`config.mk`:
```
export PLATFORM = sky130hd
export DESIGN_NAME = liu_tx_device_flat
export DESIGN_NICKNAME = d
export VERILOG_FILES = /design/src/design/liu_tx_pkg.sv /design/src/design/liu_tx_link_if.sv /design/src/design/liu_line_encoder.sv /design/src/design/liu_tx_device.sv /design/src/flat_wrapper.sv
export SDC_FILE = /design/constraint.sdc
export NUM_CORES = 1
export LEC_CHECK = 0
export ABC_CLOCK_PERIOD_IN_PS = 53500
export BUFFER_PORTS_ARGS = -buffer_cell sky130_fd_sc_hd__buf_4
export CORE_ASPECT_RATIO = 0.5
export CORE_UTILIZATION = 61
export DETAILED_ROUTE_END_ITERATION = 12
export GPL_ROUTABILITY_DRIVEN = 0
export PLACE_DENSITY_LB_ADDON = 0.15
export SETUP_SLACK_MARGIN = 0.5
export SLEW_MARGIN = 5
export SYNTH_ARGS = -nofsm -noshare
export SYNTH_HDL_FRONTEND = slang
export SYNTH_SLANG_ARGS = --single-unit
```
`constraint.sdc`:
```
create_clock -name pclk -period 53.5 [get_ports pclk]
set_input_delay 5.35 -clock pclk [delete_from_list [all_inputs] [get_ports pclk]]
set_output_delay 5.35 -clock pclk [all_outputs]
set_load 0.05 [all_outputs]
```
`src/design/liu_tx_pkg.sv`:
```
// Shared constants and types for the transmit front end and its feeding controller.
package liu_tx_pkg;

  // Device register offsets on the host control port.
  localparam logic [7:0] OFF_TX_CONFIG_0 = 8'h02;
  localparam logic [7:0] OFF_TX_PULSE_SELECT = 8'h03;
  localparam logic [7:0] OFF_TX_AMPLITUDE_SCALE = 8'h04;
  localparam logic [7:0] OFF_WAVEFORM_RAM_CONTROL = 8'h05;
  localparam logic [7:0] OFF_WAVEFORM_RAM_DATA = 8'h06;
  localparam logic [7:0] OFF_INTERRUPT_MASK_1 = 8'h12;
  localparam logic [7:0] OFF_INTERRUPT_STATUS_1 = 8'h17;
  localparam logic [7:0] OFF_GLOBAL_CONFIG = 8'h40;

  // Field positions in tx_config_0, waveform_ram_control, the interrupt registers and the global configuration register.
  localparam int CFG_ENCODER_BIT = 0;
  localparam int CFG_RAIL_BIT = 1;
  localparam int CFG_EDGE_BIT = 2;
  localparam int CFG_INVERT_BIT = 3;
  localparam int RAM_DIR_BIT = 6;
  localparam int RAM_EXEC_BIT = 7;
  localparam int INT_CLOCK_LOSS_BIT = 0;
  localparam int INT_OVERFLOW_BIT = 1;
  localparam int GCFG_STANDARD_BIT = 0;

  // Reset values and waveform limits.
  localparam logic [5:0] SCALE_DEFAULT = 6'h21;
  localparam logic [1:0] PULSE_ARB_PREFIX = 2'h3;
  localparam int SAMPLE_MAX = 63;
  localparam int UI_COUNT = 4;
  localparam int PHASE_COUNT = 16;
  localparam int RAM_WORDS = UI_COUNT * PHASE_COUNT;
  localparam logic [3:0] PHASE_LAST = 4'hf;
  localparam logic [3:0] TEMPLATE_FIRST = 4'h4;
  localparam logic [3:0] TEMPLATE_LAST = 4'hb;
  localparam logic [6:0] CLOCK_LOSS_CYCLES = 7'h46;
  localparam int ENC_DEPTH = 8;

  // Flat-top peak of each of the twelve ROM templates, in pulse_select order.
  localparam logic [6:0] TEMPLATE_PEAK [12] = '{7'h30, 7'h30, 7'h27, 7'h2e, 7'h34, 7'h3b,
    7'h3f, 7'h2c, 7'h3c, 7'h1a, 7'h0b, 7'h05};

  // Link clock rates and the half-period divisors derived from pclk.
  localparam int PCLK_HZ = 40000000;
  localparam int E1_RATE_HZ = 2048000;
  localparam int T1_RATE_HZ = 1544000;
  localparam logic [4:0] E1_HALF = 5'(PCLK_HZ / (2 * E1_RATE_HZ));
  localparam logic [4:0] T1_HALF = 5'(PCLK_HZ / (2 * T1_RATE_HZ));
  localparam int LINK_BITS = 8;

  // Controller registers on APB.
  localparam logic [7:0] OFF_HOST_CONTROL = 8'h00;
  localparam logic [7:0] OFF_HOST_DATA = 8'h04;
  localparam logic [7:0] OFF_HOST_STATUS = 8'h08;
  localparam int HCTL_ENABLE_BIT = 0;
  localparam int HCTL_T1_BIT = 1;
  localparam int HCTL_DUAL_BIT = 2;
  localparam int HCTL_RISE_BIT = 3;
  localparam int HCTL_INVERT_BIT = 4;

  // Line symbol codes held in the encoder delay line.
  typedef enum logic [1:0] {SYM_SPACE, SYM_MARK, SYM_VIOL} sym_t;

endpackage

```
`src/design/liu_tx_link_if.sv`:
```
// Transmit system link between the framer-side controller and the line interface.
`timescale 1ns/1ps
`default_nettype none
interface liu_tx_link_if;
  logic tx_line_clock; // Transmit clock made by the controller.
  logic tx_pos_rail_in; // Single rail data, or positive rail in dual rail.
  logic tx_neg_rail_in; // Negative rail in dual rail.

  modport device (input tx_line_clock, input tx_pos_rail_in, input tx_neg_rail_in);
  modport host (output tx_line_clock, output tx_pos_rail_in, output tx_neg_rail_in);
endinterface
`default_nettype wire

```
`src/design/liu_line_encoder.sv`:
```
// Single rail line encoder: AMI with optional B8ZS or HDB3 zero substitution.
`timescale 1ns/1ps
`default_nettype none
module liu_line_encoder (
  input wire logic pclk, // Master clock.
  input wire logic presetn, // Asynchronous reset, active low.
  input wire logic strobe, // One bit period tick.
  input wire logic bit_in, // Data bit taken on strobe.
  input wire logic substitute, // 1 selects B8ZS or HDB3, 0 plain AMI.
  input wire logic t1_mode, // 1 for T1/J1, 0 for E1.
  output logic pulse_pos, // Positive line pulse for this bit period.
  output logic pulse_neg // Negative line pulse for this bit period.
);
  liu_tx_pkg::sym_t codes [liu_tx_pkg::ENC_DEPTH];
  liu_tx_pkg::sym_t next_codes [liu_tx_pkg::ENC_DEPTH];
  logic ones_odd;
  logic next_ones_odd;
  logic last_pos;

  // True when the given number of newest slots are all spaces.
  function automatic logic newest_spaces(input liu_tx_pkg::sym_t c [liu_tx_pkg::ENC_DEPTH],
                                         input int n);
    logic all_space;
    all_space = 1'b1;
    for (int i = 0; i < liu_tx_pkg::ENC_DEPTH; i++)
    begin
      if (i < n && c[i] != liu_tx_pkg::SYM_SPACE)
        all_space = 1'b0;
    end
    return all_space;
  endfunction

  // Shift the new bit in, then apply the zero substitution that the mode asks for.
  always_comb
  begin
    next_codes[0] = bit_in ? liu_tx_pkg::SYM_MARK : liu_tx_pkg::SYM_SPACE;
    for (int i = 1; i < liu_tx_pkg::ENC_DEPTH; i++)
      next_codes[i] = codes[i-1];
    next_ones_odd = ones_odd ^ bit_in;
    if (substitute && t1_mode && newest_spaces(next_codes, 8))
    begin
      next_codes[4] = liu_tx_pkg::SYM_VIOL;
      next_codes[3] = liu_tx_pkg::SYM_MARK;
      next_codes[1] = liu_tx_pkg::SYM_VIOL;
      next_codes[0] = liu_tx_pkg::SYM_MARK;
    end
    else if (substitute && !t1_mode && newest_spaces(next_codes, 4))
    begin
      if (!ones_odd)
        next_codes[3] = liu_tx_pkg::SYM_MARK;
      next_codes[0] = liu_tx_pkg::SYM_VIOL;
      next_ones_odd = 1'b0;
    end
  end

  // Delay line and mark parity advance once per bit period.
  always_ff @(posedge pclk or negedge presetn)
  begin
    if (!presetn)
    begin
      for (int i = 0; i < liu_tx_pkg::ENC_DEPTH; i++)
        codes[i] <= liu_tx_pkg::SYM_SPACE;
      ones_odd <= 1'b0;
    end
    else if (strobe)
    begin
      codes <= next_codes;
      ones_odd <= next_ones_odd;
    end
  end

  // The oldest slot leaves as a pulse; a mark alternates, a violation repeats polarity.
  always_ff @(posedge pclk or negedge presetn)
  begin
    if (!presetn)
    begin
      last_pos <= 1'b0;
      pulse_pos <= 1'b0;
      pulse_neg <= 1'b0;
    end
    else if (strobe)
    begin
      case (codes[liu_tx_pkg::ENC_DEPTH-1])
        liu_tx_pkg::SYM_MARK:
        begin
          last_pos <= !last_pos;
          pulse_pos <= !last_pos;
          pulse_neg <= last_pos;
        end
        liu_tx_pkg::SYM_VIOL:
        begin
          pulse_pos <= last_pos;
          pulse_neg <= !last_pos;
        end
        default:
        begin
          pulse_pos <= 1'b0;
          pulse_neg <= 1'b0;
        end
      endcase
    end
  end
endmodule // liu_line_encoder
`default_nettype wire

```
`src/design/liu_tx_device.sv`:
```
// Transmit front end of one line interface channel: sampling, encoding and pulse shaping.
// What this block does
// Controller supplies 2.048 or 1.544 MHz clock; half periods of 9 and 12 pclk cycles give about 2.222 and 1.667 MHz.
// Clock absent over 70 cycles raises interrupt.
// Data sampled on selected clock edge.
// Invert bit sets data active level.
// Rail bit 0 uses single data input.
// Rail bit 1 uses both rail inputs.
// T1 single rail: B8ZS or AMI.
// E1 single rail: HDB3 or AMI.
// Dual rail bypasses the encoder.
// Positive rail alone gives negative pulse.
// E1 software picks codes 0000 or 0001.
// J1 software picks code 0111.
// Five T1 short haul templates.
// Four build-out grades, 7.5 dB apart.
// Top bits 11 select arbitrary waveform.
// 64-byte RAM, interval and sample indexed.
// Samples are 7-bit signed magnitude.
// Twelve reference templates held in ROM.
// Software indexes, sets direction, then executes.
// Six-bit scale, default 100001, 3% step.
// Summed overflow sets status and interrupt.
// Scaling only in arbitrary waveform mode.
// Standard bit 0 E1, 1 T1/J1.
// Read completion loads data, clears execute.
//
// Implementation choice: register access over a simple strobe port (reg_wr, reg_rd).
`timescale 1ns/1ps
`default_nettype none
module liu_tx_device (
  input wire logic pclk, // Master clock.
  input wire logic presetn, // Asynchronous reset, active low.
  liu_tx_link_if.device link, // Transmit clock and data from the controller.
  input wire logic [7:0] reg_addr, // Register offset.
  input wire logic [7:0] reg_wdata, // Register write data.
  input wire logic reg_wr, // Write strobe, one cycle.
  input wire logic reg_rd, // Read strobe, one cycle.
  output logic [7:0] reg_rdata, // Read data, valid the cycle after reg_rd.
  output logic signed [7:0] line_amplitude, // Shaped line sample, -63 to +63.
  output logic line_out_tip, // High while the line sample is positive.
  output logic line_out_ring, // High while the line sample is negative.
  output logic irq // Interrupt, active high.
);
  logic [2:0] pin_meta;
  logic [2:0] pin_sync;
  logic clk_prev;
  logic [6:0] quiet_cycles;
  logic [7:0] tx_config_0;
  logic [3:0] pulse_select;
  logic [5:0] amplitude_scale;
  logic [7:0] waveform_ram_control;
  logic [6:0] sample_value;
  logic [7:0] interrupt_mask_1;
  logic [7:0] interrupt_status_1;
  logic line_standard_bit;
  logic [6:0] wave_ram [liu_tx_pkg::RAM_WORDS];
  logic dual_pos;
  logic dual_neg;
  logic enc_pos;
  logic enc_neg;
  logic [3:0] hist_pos;
  logic [3:0] hist_neg;
  logic [3:0] phase;
  logic signed [8:0] sum;
  logic signed [15:0] scaled;
  logic signed [7:0] next_amplitude;
  logic overflow;

  wire logic rail_mode_bit = tx_config_0[liu_tx_pkg::CFG_RAIL_BIT];
  wire logic encoder_select_bit = tx_config_0[liu_tx_pkg::CFG_ENCODER_BIT];
  wire logic tx_edge_select = tx_config_0[liu_tx_pkg::CFG_EDGE_BIT];
  wire logic tx_data_invert = tx_config_0[liu_tx_pkg::CFG_INVERT_BIT];
  wire logic arbitrary = pulse_select[3:2] == liu_tx_pkg::PULSE_ARB_PREFIX;
  wire logic [5:0] ram_addr = {waveform_ram_control[1:0], waveform_ram_control[5:2]};
  wire logic clk_rise = pin_sync[0] && !clk_prev;
  wire logic clk_fall = !pin_sync[0] && clk_prev;
  wire logic active_edge = tx_edge_select ? clk_fall : clk_rise;
  wire logic tx_single_rail_in = pin_sync[1] ^ tx_data_invert;
  wire logic tx_neg_data = pin_sync[2] ^ tx_data_invert;
  wire logic clock_lost = quiet_cycles == liu_tx_pkg::CLOCK_LOSS_CYCLES;
  wire logic status_read = reg_rd && reg_addr == liu_tx_pkg::OFF_INTERRUPT_STATUS_1;

  // Signed value of a 7-bit signed-magnitude sample.
  function automatic logic signed [8:0] sm_value(input logic [6:0] s);
    return s[6] ? -$signed({3'h0, s[5:0]}) : $signed({3'h0, s[5:0]});
  endfunction

  // Reference template sample: a flat top in the first interval, zero elsewhere.
  function automatic logic [6:0] template_sample(input logic [3:0] sel, input logic [1:0] ui,
                                                 input logic [3:0] ph);
    logic [6:0] s;
    s = 7'h00;
    if (ui == 2'h0 && ph >= liu_tx_pkg::TEMPLATE_FIRST && ph <= liu_tx_pkg::TEMPLATE_LAST)
      s = liu_tx_pkg::TEMPLATE_PEAK[sel];
    return s;
  endfunction

  // Two-flop synchronisers on the clock and both data pins.
  always_ff @(posedge pclk or negedge presetn)
  begin
    if (!presetn)
    begin
      pin_meta <= 3'h0;
      pin_sync <= 3'h0;
      clk_prev <= 1'b0;
    end
    else
    begin
      pin_meta <= {link.tx_neg_rail_in, link.tx_pos_rail_in, link.tx_line_clock};
      pin_sync <= pin_meta;
      clk_prev <= pin_sync[0];
    end
  end

  // Cycles since the last clock transition, held just past the loss limit.
  always_ff @(posedge pclk or negedge presetn)
  begin
    if (!presetn)
      quiet_cycles <= 7'h00;
    else if (clk_rise || clk_fall)
      quiet_cycles <= 7'h00;
    else if (quiet_cycles <= liu_tx_pkg::CLOCK_LOSS_CYCLES)
      quiet_cycles <= quiet_cycles + 7'h01;
  end

  // Dual rail symbols go straight to the shaper on the active edge.
  always_ff @(posedge pclk or negedge presetn)
  begin
    if (!presetn)
    begin
      dual_pos <= 1'b0;
      dual_neg <= 1'b0;
    end
    else if (active_edge)
    begin
      dual_pos <= rail_mode_bit && !tx_single_rail_in && tx_neg_data;
      dual_neg <= rail_mode_bit && tx_single_rail_in && !tx_neg_data;
    end
  end

  // Single rail data passes through the line encoder.
  liu_line_encoder u_encoder (
    .pclk(pclk),
    .presetn(presetn),
    .strobe(active_edge && !rail_mode_bit),
    .bit_in(tx_single_rail_in),
    .substitute(encoder_select_bit),
    .t1_mode(line_standard_bit),
    .pulse_pos(enc_pos),
    .pulse_neg(enc_neg)
  );

  // Symbol history over four intervals and the sub-phase within the current one.
  always_ff @(posedge pclk or negedge presetn)
  begin
    if (!presetn)
    begin
      hist_pos <= 4'h0;
      hist_neg <= 4'h0;
      phase <= 4'h0;
    end
    else if (active_edge)
    begin
      hist_pos <= {hist_pos[2:0], rail_mode_bit ? dual_pos : enc_pos};
      hist_neg <= {hist_neg[2:0], rail_mode_bit ? dual_neg : enc_neg};
      phase <= 4'h0;
    end
    else if (phase != liu_tx_pkg::PHASE_LAST)
      phase <= phase + 4'h1;
  end

  // Sum overlapping pulses from RAM or ROM, scale in arbitrary mode, and clip.
  always_comb
  begin
    sum = 9'sh000;
    for (int k = 0; k < liu_tx_pkg::UI_COUNT; k++)
    begin
      logic [6:0] s;
      s = arbitrary ? wave_ram[{2'(k), phase}]
                    : template_sample(pulse_select, 2'(k), phase);
      if (hist_pos[k])
        sum = sum + sm_value(s);
      else if (hist_neg[k])
        sum = sum - sm_value(s);
    end
    scaled = 16'(sum);
    if (arbitrary)
      scaled = 16'(sum * $signed({1'b0, amplitude_scale}) /
                    $signed({1'b0, liu_tx_pkg::SCALE_DEFAULT}));
    overflow = scaled > 16'sd63 || scaled < -16'sd63;
    if (scaled > 16'sd63)
      next_amplitude = 8'sd63;
    else if (scaled < -16'sd63)
      next_amplitude = -8'sd63;
    else
      next_amplitude = 8'(scaled);
  end

  // Registered line outputs.
  always_ff @(posedge pclk or negedge presetn)
  begin
    if (!presetn)
    begin
      line_amplitude <= 8'sh00;
      line_out_tip <= 1'b0;
      line_out_ring <= 1'b0;
    end
    else
    begin
      line_amplitude <= next_amplitude;
      line_out_tip <= next_amplitude > 8'sh00;
      line_out_ring <= next_amplitude < 8'sh00;
    end
  end

  // Software writes to configuration registers.
  always_ff @(posedge pclk or negedge presetn)
  begin
    if (!presetn)
    begin
      tx_config_0 <= 8'h00;
      pulse_select <= 4'h0;
      amplitude_scale <= liu_tx_pkg::SCALE_DEFAULT;
      interrupt_mask_1 <= 8'h00;
      line_standard_bit <= 1'b0;
    end
    else if (reg_wr)
    begin
      case (reg_addr)
        liu_tx_pkg::OFF_TX_CONFIG_0: tx_config_0 <= {4'h0, reg_wdata[3:0]};
        liu_tx_pkg::OFF_TX_PULSE_SELECT: pulse_select <= reg_wdata[3:0];
        liu_tx_pkg::OFF_TX_AMPLITUDE_SCALE: amplitude_scale <= reg_wdata[5:0];
        liu_tx_pkg::OFF_INTERRUPT_MASK_1: interrupt_mask_1 <= {6'h00, reg_wdata[1:0]};
        liu_tx_pkg::OFF_GLOBAL_CONFIG: line_standard_bit <= reg_wdata[liu_tx_pkg::GCFG_STANDARD_BIT];
        default: ;
      endcase
    end
  end

  // Waveform RAM access: the execute bit runs one read or write, then clears itself.
  always_ff @(posedge pclk or negedge presetn)
  begin
    if (!presetn)
    begin
      waveform_ram_control <= 8'h00;
      sample_value <= 7'h00;
    end
    else if (waveform_ram_control[liu_tx_pkg::RAM_EXEC_BIT])
    begin
      if (waveform_ram_control[liu_tx_pkg::RAM_DIR_BIT])
        sample_value <= wave_ram[ram_addr];
      waveform_ram_control[liu_tx_pkg::RAM_EXEC_BIT] <= 1'b0;
    end
    else if (reg_wr && reg_addr == liu_tx_pkg::OFF_WAVEFORM_RAM_CONTROL)
      waveform_ram_control <= reg_wdata;
    else if (reg_wr && reg_addr == liu_tx_pkg::OFF_WAVEFORM_RAM_DATA)
      sample_value <= reg_wdata[6:0];
  end

  // RAM write port, taken while an execute with direction 0 is pending.
  always_ff @(posedge pclk)
  begin
    if (waveform_ram_control[liu_tx_pkg::RAM_EXEC_BIT] &&
        !waveform_ram_control[liu_tx_pkg::RAM_DIR_BIT])
      wave_ram[ram_addr] <= sample_value;
  end

  // Sticky events, cleared by a status read; a new event in that cycle still sets.
  always_ff @(posedge pclk or negedge presetn)
  begin
    if (!presetn)
      interrupt_status_1 <= 8'h00;
    else
    begin
      interrupt_status_1[7:2] <= 6'h00;
      interrupt_status_1[liu_tx_pkg::INT_CLOCK_LOSS_BIT] <= clock_lost ||
        (interrupt_status_1[liu_tx_pkg::INT_CLOCK_LOSS_BIT] && !status_read);
      interrupt_status_1[liu_tx_pkg::INT_OVERFLOW_BIT] <= overflow ||
        (interrupt_status_1[liu_tx_pkg::INT_OVERFLOW_BIT] && !status_read);
    end
  end

  // Interrupt output: any unmasked status bit.
  always_ff @(posedge pclk or negedge presetn)
  begin
    if (!presetn)
      irq <= 1'b0;
    else
      irq <= |(interrupt_status_1 & interrupt_mask_1);
  end

  // Read data, one cycle after the strobe; unmapped offsets read zero.
  always_ff @(posedge pclk or negedge presetn)
  begin
    if (!presetn)
      reg_rdata <= 8'h00;
    else if (reg_rd)
    begin
      case (reg_addr)
        liu_tx_pkg::OFF_TX_CONFIG_0: reg_rdata <= tx_config_0;
        liu_tx_pkg::OFF_TX_PULSE_SELECT: reg_rdata <= {4'h0, pulse_select};
        liu_tx_pkg::OFF_TX_AMPLITUDE_SCALE: reg_rdata <= {2'h0, amplitude_scale};
        liu_tx_pkg::OFF_WAVEFORM_RAM_CONTROL: reg_rdata <= waveform_ram_control;
        liu_tx_pkg::OFF_WAVEFORM_RAM_DATA: reg_rdata <= {1'b0, sample_value};
        liu_tx_pkg::OFF_INTERRUPT_MASK_1: reg_rdata <= interrupt_mask_1;
        liu_tx_pkg::OFF_INTERRUPT_STATUS_1: reg_rdata <= interrupt_status_1;
        liu_tx_pkg::OFF_GLOBAL_CONFIG: reg_rdata <= {7'h00, line_standard_bit};
        default: reg_rdata <= 8'h00;
      endcase
    end
  end
endmodule // liu_tx_device
`default_nettype wire

```
`src/flat_wrapper.sv`:
```
// flat-port wrapper written by rule: the top's interface ports become plain ports
module liu_tx_device_flat 
  (pclk, presetn, reg_addr, reg_wdata, reg_wr, reg_rd, reg_rdata, line_amplitude, line_out_tip, line_out_ring, irq, link_tx_line_clock, link_tx_pos_rail_in, link_tx_neg_rail_in);
  liu_tx_link_if link_i ();
  input wire logic pclk;
  input wire logic presetn;
  input wire logic [7:0] reg_addr;
  input wire logic [7:0] reg_wdata;
  input wire logic reg_wr;
  input wire logic reg_rd;
  output logic [7:0] reg_rdata;
  output logic signed [7:0] line_amplitude;
  output logic line_out_tip;
  output logic line_out_ring;
  output logic irq;
  input wire logic [$bits(link_i.tx_line_clock)-1:0] link_tx_line_clock;
  input wire logic [$bits(link_i.tx_pos_rail_in)-1:0] link_tx_pos_rail_in;
  input wire logic [$bits(link_i.tx_neg_rail_in)-1:0] link_tx_neg_rail_in;
  assign link_i.tx_line_clock = link_tx_line_clock;
  assign link_i.tx_pos_rail_in = link_tx_pos_rail_in;
  assign link_i.tx_neg_rail_in = link_tx_neg_rail_in;
  liu_tx_device u_core (.pclk(pclk), .presetn(presetn), .link(link_i), .reg_addr(reg_addr), .reg_wdata(reg_wdata), .reg_wr(reg_wr), .reg_rd(reg_rd), .reg_rdata(reg_rdata), .line_amplitude(line_amplitude), .line_out_tip(line_out_tip), .line_out_ring(line_out_ring), .irq(irq));
endmodule
```
# After elaboration in Yosys (flattened, before gate mapping)
# Memories as Yosys holds them, arrays and structs flattened.
# Index checks and enable logic that the tools add are counted.
dict set report word_totals {
  n_memories 2
  latchBits 0
  mem_bits_ro 112
  ramBits 448
  out_inout_bits 19
  wordCells 191
  reg_bits 101
}
dict set report op_classes {
  bitwise_logic 6
  n_eq_ne 15
  shifts 0
  mul 1
  n_mux 59
  addsub 13
  n_lt_le_gt_ge 8
  reduce_logical 51
  div_mod_pow 1
}
# memory depth word_bits rd rd_clocked_by_memory_dff wr line
set mem_list {}
lappend mem_list {u_core.wave_ram 64 7 5 0 1 liu_tx_device.sv:57} ;# logic [6:0] wave_ram [liu_tx_pkg::RAM_WORDS];
lappend mem_list {{(no name shown)} 16 7 1 0 0 liu_tx_device.sv:95} ;# s = liu_tx_pkg::TEMPLATE_PEAK[sel];
# cell n
set ops {}
lappend ops {{$mux W9} 12}
lappend ops {{$mux W7} 13}
lappend ops {{$pmux W8 S8} 1}
lappend ops {{$neg A6 Y9} 4}
lappend ops {{$add A9 B9 Y9} 3}
lappend ops {{$sub A9 B9 Y9} 3}
lappend ops {{$eq A8 B3 Y1 const B} 3}
lappend ops {{$mux W8} 3}
lappend ops {{$reduce_bool A2 Y1} 11}
lappend ops {{$logic_and A1 B1 Y1} 18}
lappend ops {{$mux W1} 18}
lappend ops {{$div A16 B7 Y16 const B} 1}
lappend ops {{$eq A8 B2 Y1 const B} 2}
lappend ops {{$eq A8 B5 Y1 const B} 2}
lappend ops {{$gt A16 B7 Y1 const B} 1}
lappend ops {{$lt A16 B7 Y1 const B} 1}
lappend ops {{$mul A9 B7 Y16} 1}
lappend ops {{$mux W16} 1}
lappend ops {{$mux W2} 7}
lappend ops {{$reduce_and A2 Y1} 7}
lappend ops {{$logic_not A1 Y1} 9}
lappend ops {{$sub A1 B9 Y9 const A} 1}
lappend ops {{$eq A8 B7 Y1 const B} 1}
lappend ops {{$gt A8 B1 Y1 const B} 1}
lappend ops {{22 further kinds} 30}

# Longest topological paths before layout
dict set report logic_depth {
  ltp_word 27
  depth_mapped 98
  depth_no_buf 92
}

# Cells and area by module
# From an unflattened synthesis, not the netlist that was laid out.
dict set report hier_totals {
  hier_cells 2947
  hier_area_um2 33923.8
}
# mod seq_area_each_um2 instances cells_each area_each_um2
set modules_own_cells {}
lappend modules_own_cells {liu_tx_device 15457.3 1 2877 33066.7}
lappend modules_own_cells {liu_line_encoder 500.5 1 70 857.1}

# Least setup slack after synthesis
# No wires, ideal clock.
dict set report synth_timing {
  path_type {reg2reg}
  start {register u_core.phase[0]}
  end {register u_core.line_out_tip}
  slack_ps 33665
  setup_ps 139
  synth_period_minus_slack_ps 19835
  t_required_ps 53361
  arrival_time_ps 19696
  path_buffers 7
  stages_incl_launch_ff 80
  cell_sequence {dfrtp_1 buf_6 buf_6 buf_6 buf_6 buf_2 buf_1 mux4_2 mux4_2 nand2_1 ha_1 mux2_2 and2_1 fa_1 mux2i_1 nor2_1 a21oi_1 ha_1 [44 not listed] o211a_1 o211a_1 o211ai_1 a211oi_4 xnor2_1 ha_1 or4_1 o2111ai_1 o221ai_1 nor2_1 ha_1 inv_1 nor4_2 o211ai_1 a211o_1 a211o_1 nor3b_2 a31oi_1}
}
dict set report synth_via {
  elab_chain_len 25
  word_cells_on_any_way 40
  classes_between {11 x add/sub; 1 x mul; 1 x div; 5 x order compare; 20 x mux; 1 x reduce/logical; 1 x memory}
}
# item line
set synth_rtl {}
lappend synth_rtl {{start, declared} liu_tx_device.sv:64} ;# logic [3:0] phase;
lappend synth_rtl {{start signal, assigned} liu_tx_device.sv:170} ;# phase <= phase + 4'h1;
lappend synth_rtl {{branches (longest 17 deep; another with $neg A6 Y9)} --}
lappend synth_rtl {{$mux W9 *} liu_tx_device.sv:182} ;# if (hist_pos[k])
lappend synth_rtl {{$mul A9 B7 Y16} liu_tx_device.sv:189} ;# scaled = 16'(sum * $signed({1'b0, amplitude_scale}) /
lappend synth_rtl {{$div A16 B7 Y16} liu_tx_device.sv:189}
lappend synth_rtl {{$mux W16 *} liu_tx_device.sv:188} ;# if (arbitrary)
lappend synth_rtl {{$lt A16 B7 Y1} liu_tx_device.sv:194} ;# else if (scaled < -16'sd63)
lappend synth_rtl {{$mux W8} liu_tx_device.sv:194}
lappend synth_rtl {{$mux W8 *} liu_tx_device.sv:192} ;# if (scaled > 16'sd63)
lappend synth_rtl {{$gt A8 B1 Y1 *} liu_tx_device.sv:212} ;# line_out_tip <= next_amplitude > 8'sh00;
lappend synth_rtl {{end signal, assigned} liu_tx_device.sv:212}
lappend synth_rtl {{end, declared} liu_tx_device.sv:41} ;# output logic line_out_tip,
# Mark *: on every way between the ends.
# A chain may end at the register's enable or synchronous reset.

# Worst setup path in the final report
# Ends and elaborated chain as after synthesis.

==> metrics.md <==
| Metric | Value |
|---|---|
| RR Startpoint | u_core.phase[0]$_DFFE_PN0P_ |
| Worst setup path class | reg2reg |
| Post-synth top cells | 448 x edfxtp_1, 251 x nor2_1, 187 x nand2_1 |
| Skew final | 0.0458 ns |
| CTS sink cnt | 548 |
| Die span in x | 332 um |
| Layout cell share with drive strength beyond 1 | 14.1% |
| Io pins | 42 |
| Number of buffers inserted by hold repair at cts | 0 |
| TritonRoute pass-1 iters | 6 |
| Residual DRC | 0 |
| Grt total ovfl | 0 |
| Cell mode on critical path | a21oi_1 |
| Area of the mapped netlist | 33300 um^2 |
| Netlist cell types | 112 |
| Fmax | 43.3 MHz |
| MaxCap Viol Count | 0 |
| Hold depth | 0 |
| Crit end category | flip-flop |
| Initial Util | 61.8% |
| Die height | 167 um |
| Area growth, synth to finish | 7.25% |
| CTS buffer count | 48 |
| WL final | 95200 um |
| Final setup violation count | 0 |
| Synth Instances | 2847 |
| Die area | 55500 um^2 |
| Cell row count | 60 |
| Slew headroom | 18.0% |
| Hold endpoint | u_core.pin_sync[0]$_DFF_PN0_ |
| Top sig layer | met4 |
| Post-synthesis area per instance | 11.7 um^2 |
| Period utilization | 43.2% |
| HP Class | reg2reg |
| Later-pin clock latency in the skew report | 0.62 ns |
| Via count | 25341 |
| Final critical-path required period | 23.10 ns |
| First-pass GRT wire length | 144000 um |
| Iteration-0 DRC Markers | 3608 |
| Most frequent cell after synthesis | edfxtp_1 |
| Cts repair resizes | 0 |
| M1 WL | 36800 um |
| Layout Nets | 2987 |
| Met3 routed WL | 12000 um |
| Crit path required time | 53.95 ns |
| Post-CTS Setup Repair Bufs | 0 |
| Worst-margin pin slew | 1.23 ns |
| Antenna violation net count after detailed routing | 0 |
| Top cells by area, synth | edfxtp_1 40%, mux4_2 7.7%, dfrtp_1 7.4% |
| Met2 WL | 42800 um |
| Crit start category | flip-flop |
| Largest net degree at the start of global routing | 67 |
| Longest Clk Path Bufs | 3 |
| CP max stage cell | o311ai_0 |
| Yosys top cell area share | 40.4% |
| YS warnings | 0 |
| Via-per-instance ratio | 7.10 |
| Sequential cell area fraction in the yosys report | 48.0% |
| Worst reg2reg path endpoint | u_core.line_out_tip$_DFF_PN0_ |
| Worst-path clk slew | 0.06 ns |
| Vias in the first global route | 24340 |
| Setup WS pre-CTS | 30.63 ns |
| CTS H-tree depth | 2 |
| Number of synthesized flops with an enable pin | 448 |
| Total GRT Usage | 33.9% |
| DP Area | 34100 um^2 |
| Setup repair after global routing missed its margin | no |
| Synthesized flop and latch total | 548 |
| Main synth FF type | edfxtp_1 |
| Status | finished, final reports clean |
| Critical Path AT | 23.55 ns |
| Cells on worst reg2reg path | 86 |
| Setup TNS | 0 ns |
| CTS Root Cell | clkbuf_16 |
| Top fanout value on the critical path | 41 |
| Ant. Diodes | 0 |
| Worst setup margin | 30.40 ns |
| Post-route cell area | 35700 um^2 |
| Share of flip-flops with an asynchronous set or reset | 18.2% |
| Filler cell count | 4001 |
| Max stage delay on crit path | 0.98 ns |
| HPWL after DPL | 63500 um |
| Syn_nets | 3014 |
| R2R setup slack | 30.40 ns |
| Synth area leader | edfxtp_1 |
| Max Slew Vio Count | 0 |
| Routed WL per cell | 26.7 um |
| IO Port Bufs | 41 |
| Final Hold Fails | 0 |
| Initial antenna violation count | 1 |
| Core ar. | 53800 um^2 |
| TritonCTS clock tree | done |
| Worst min-delay path startpoint | u_core.pin_meta[0]$_DFF_PN0_ |
## worst max-delay path by stage
stage	startpoint	endpoint	slack [ns]	cells past startpoint
after global routing	u_core.phase[0]$_DFFE_PN0P_	u_core.line_out_tip$_DFF_PN0_	28.60	84
after CTS	u_core.phase[0]$_DFFE_PN0P_	u_core.line_out_tip$_DFF_PN0_	30.58	83
after detailed placement	u_core.phase[0]$_DFFE_PN0P_	u_core.line_amplitude[5]$_DFF_PN0_	30.63	83
final	u_core.phase[0]$_DFFE_PN0P_	u_core.line_out_tip$_DFF_PN0_	30.40	86
after floorplan	u_core.phase[0]$_DFFE_PN0P_	u_core.line_out_tip$_DFF_PN0_	33.66	79
after global placement	u_core.phase[0]$_DFFE_PN0P_	u_core.line_out_tip$_DFF_PN0_	31.31	83
## sequential cells by signal (all words and copies together), names as in the netlist, 2 cells and up
register	flops
u_core.tx_config_0	4
u_core.amplitude_scale	6
u_core.quiet_cycles	7
u_core.pulse_select	4
u_core.hist_neg	4
u_core.line_amplitude	8
u_core.pin_meta	3
u_core.wave_ram	448
u_core.pin_sync	3
u_core.reg_rdata	8
u_core.hist_pos	4
u_core.u_encoder.codes	16
u_core.interrupt_mask_1	2
u_core.phase	4
u_core.interrupt_status_1	2
u_core.waveform_ram_control	8
u_core.sample_value	7
## metrics by stage
stage,cells,hold slack [ns],utilization [%]
finish,3569,0.355,66.3
floorplan,2847,0.331,-
global route,3569,0.360,66.3
detailed placement,3483,0.342,63.4
global placement,3483,0.337,63.4
CTS,3569,0.357,66.3
## cell type report
class | count | area, um^2 | area share [%]
clock inverters | 22 | 245 | 0.687
well taps | 713 | 892 | 2.50
repair buffers | 74 | 556 | 1.56
flip-flops and latches | 548 | 16000 | 44.8
clock buffers | 64 | 1320 | 3.69
inverters | 153 | 574 | 1.61
multi-input cells | 1995 | 16100 | 45.2
## layout by cell type, fill, tap and decap left out, types with 66 or more instances in the layout
| cell | synthesis | routed |
|---|---|---|
| inv_1 | 149 | 149 |
| mux4_2 | 114 | 114 |
| nor2_1 | 251 | 249 |
| buf_4 | 6 | 74 |
| mux2i_1 | 66 | 66 |
| edfxtp_1 | 448 | 448 |
| a21oi_1 | 93 | 93 |
| o21ai_0 | 89 | 89 |
| ha_1 | 102 | 102 |
| dfrtp_1 | 98 | 87 |
| a22oi_1 | 174 | 174 |
| nand2_1 | 187 | 187 |
## cells by family (layout without fill, tap and decap cells)
kind of cell / count (synthesis) / count (layout) / synth area share [%]
adders and majority gates: 146 / 146 / 6.43
muxes: 243 / 243 / 11.9
buffers and inverters: 304 / 313 / 3.73
xor gates and xnor gates: 80 / 80 / 2.20
DFF: 548 / 548 / 48.0
AOI/OAI and AO/OA: 729 / 729 / 16.1
and+or+nand+nor: 797 / 797 / 11.6
## metal layers
metal	vias to the layer above	global-route usage [%]
met5	-	0
met1	12476	46.0
li1	10931	-
met4	0	12.4
met3	295	8.84
met2	1639	53.1
## worst max-delay path: cells and delay by family (launching register included)
| kind | cells | cell delay, ns |
|---|---|---|
| adder cells (fa/ha/maj) | 12 | 4.41 |
| buffers and inverters | 7 | 1.33 |
| multiplexers | 6 | 1.91 |
| flip-flops | 1 | 0.92 |
| XOR/XNOR | 5 | 1.31 |
| AND/OR/NAND/NOR | 22 | 4.11 |
| AO/OA/AOI/OAI | 34 | 8.91 |
Power is not shown: default switching activity piles up to over one toggle a cycle in this logic, so the estimate is an artifact.
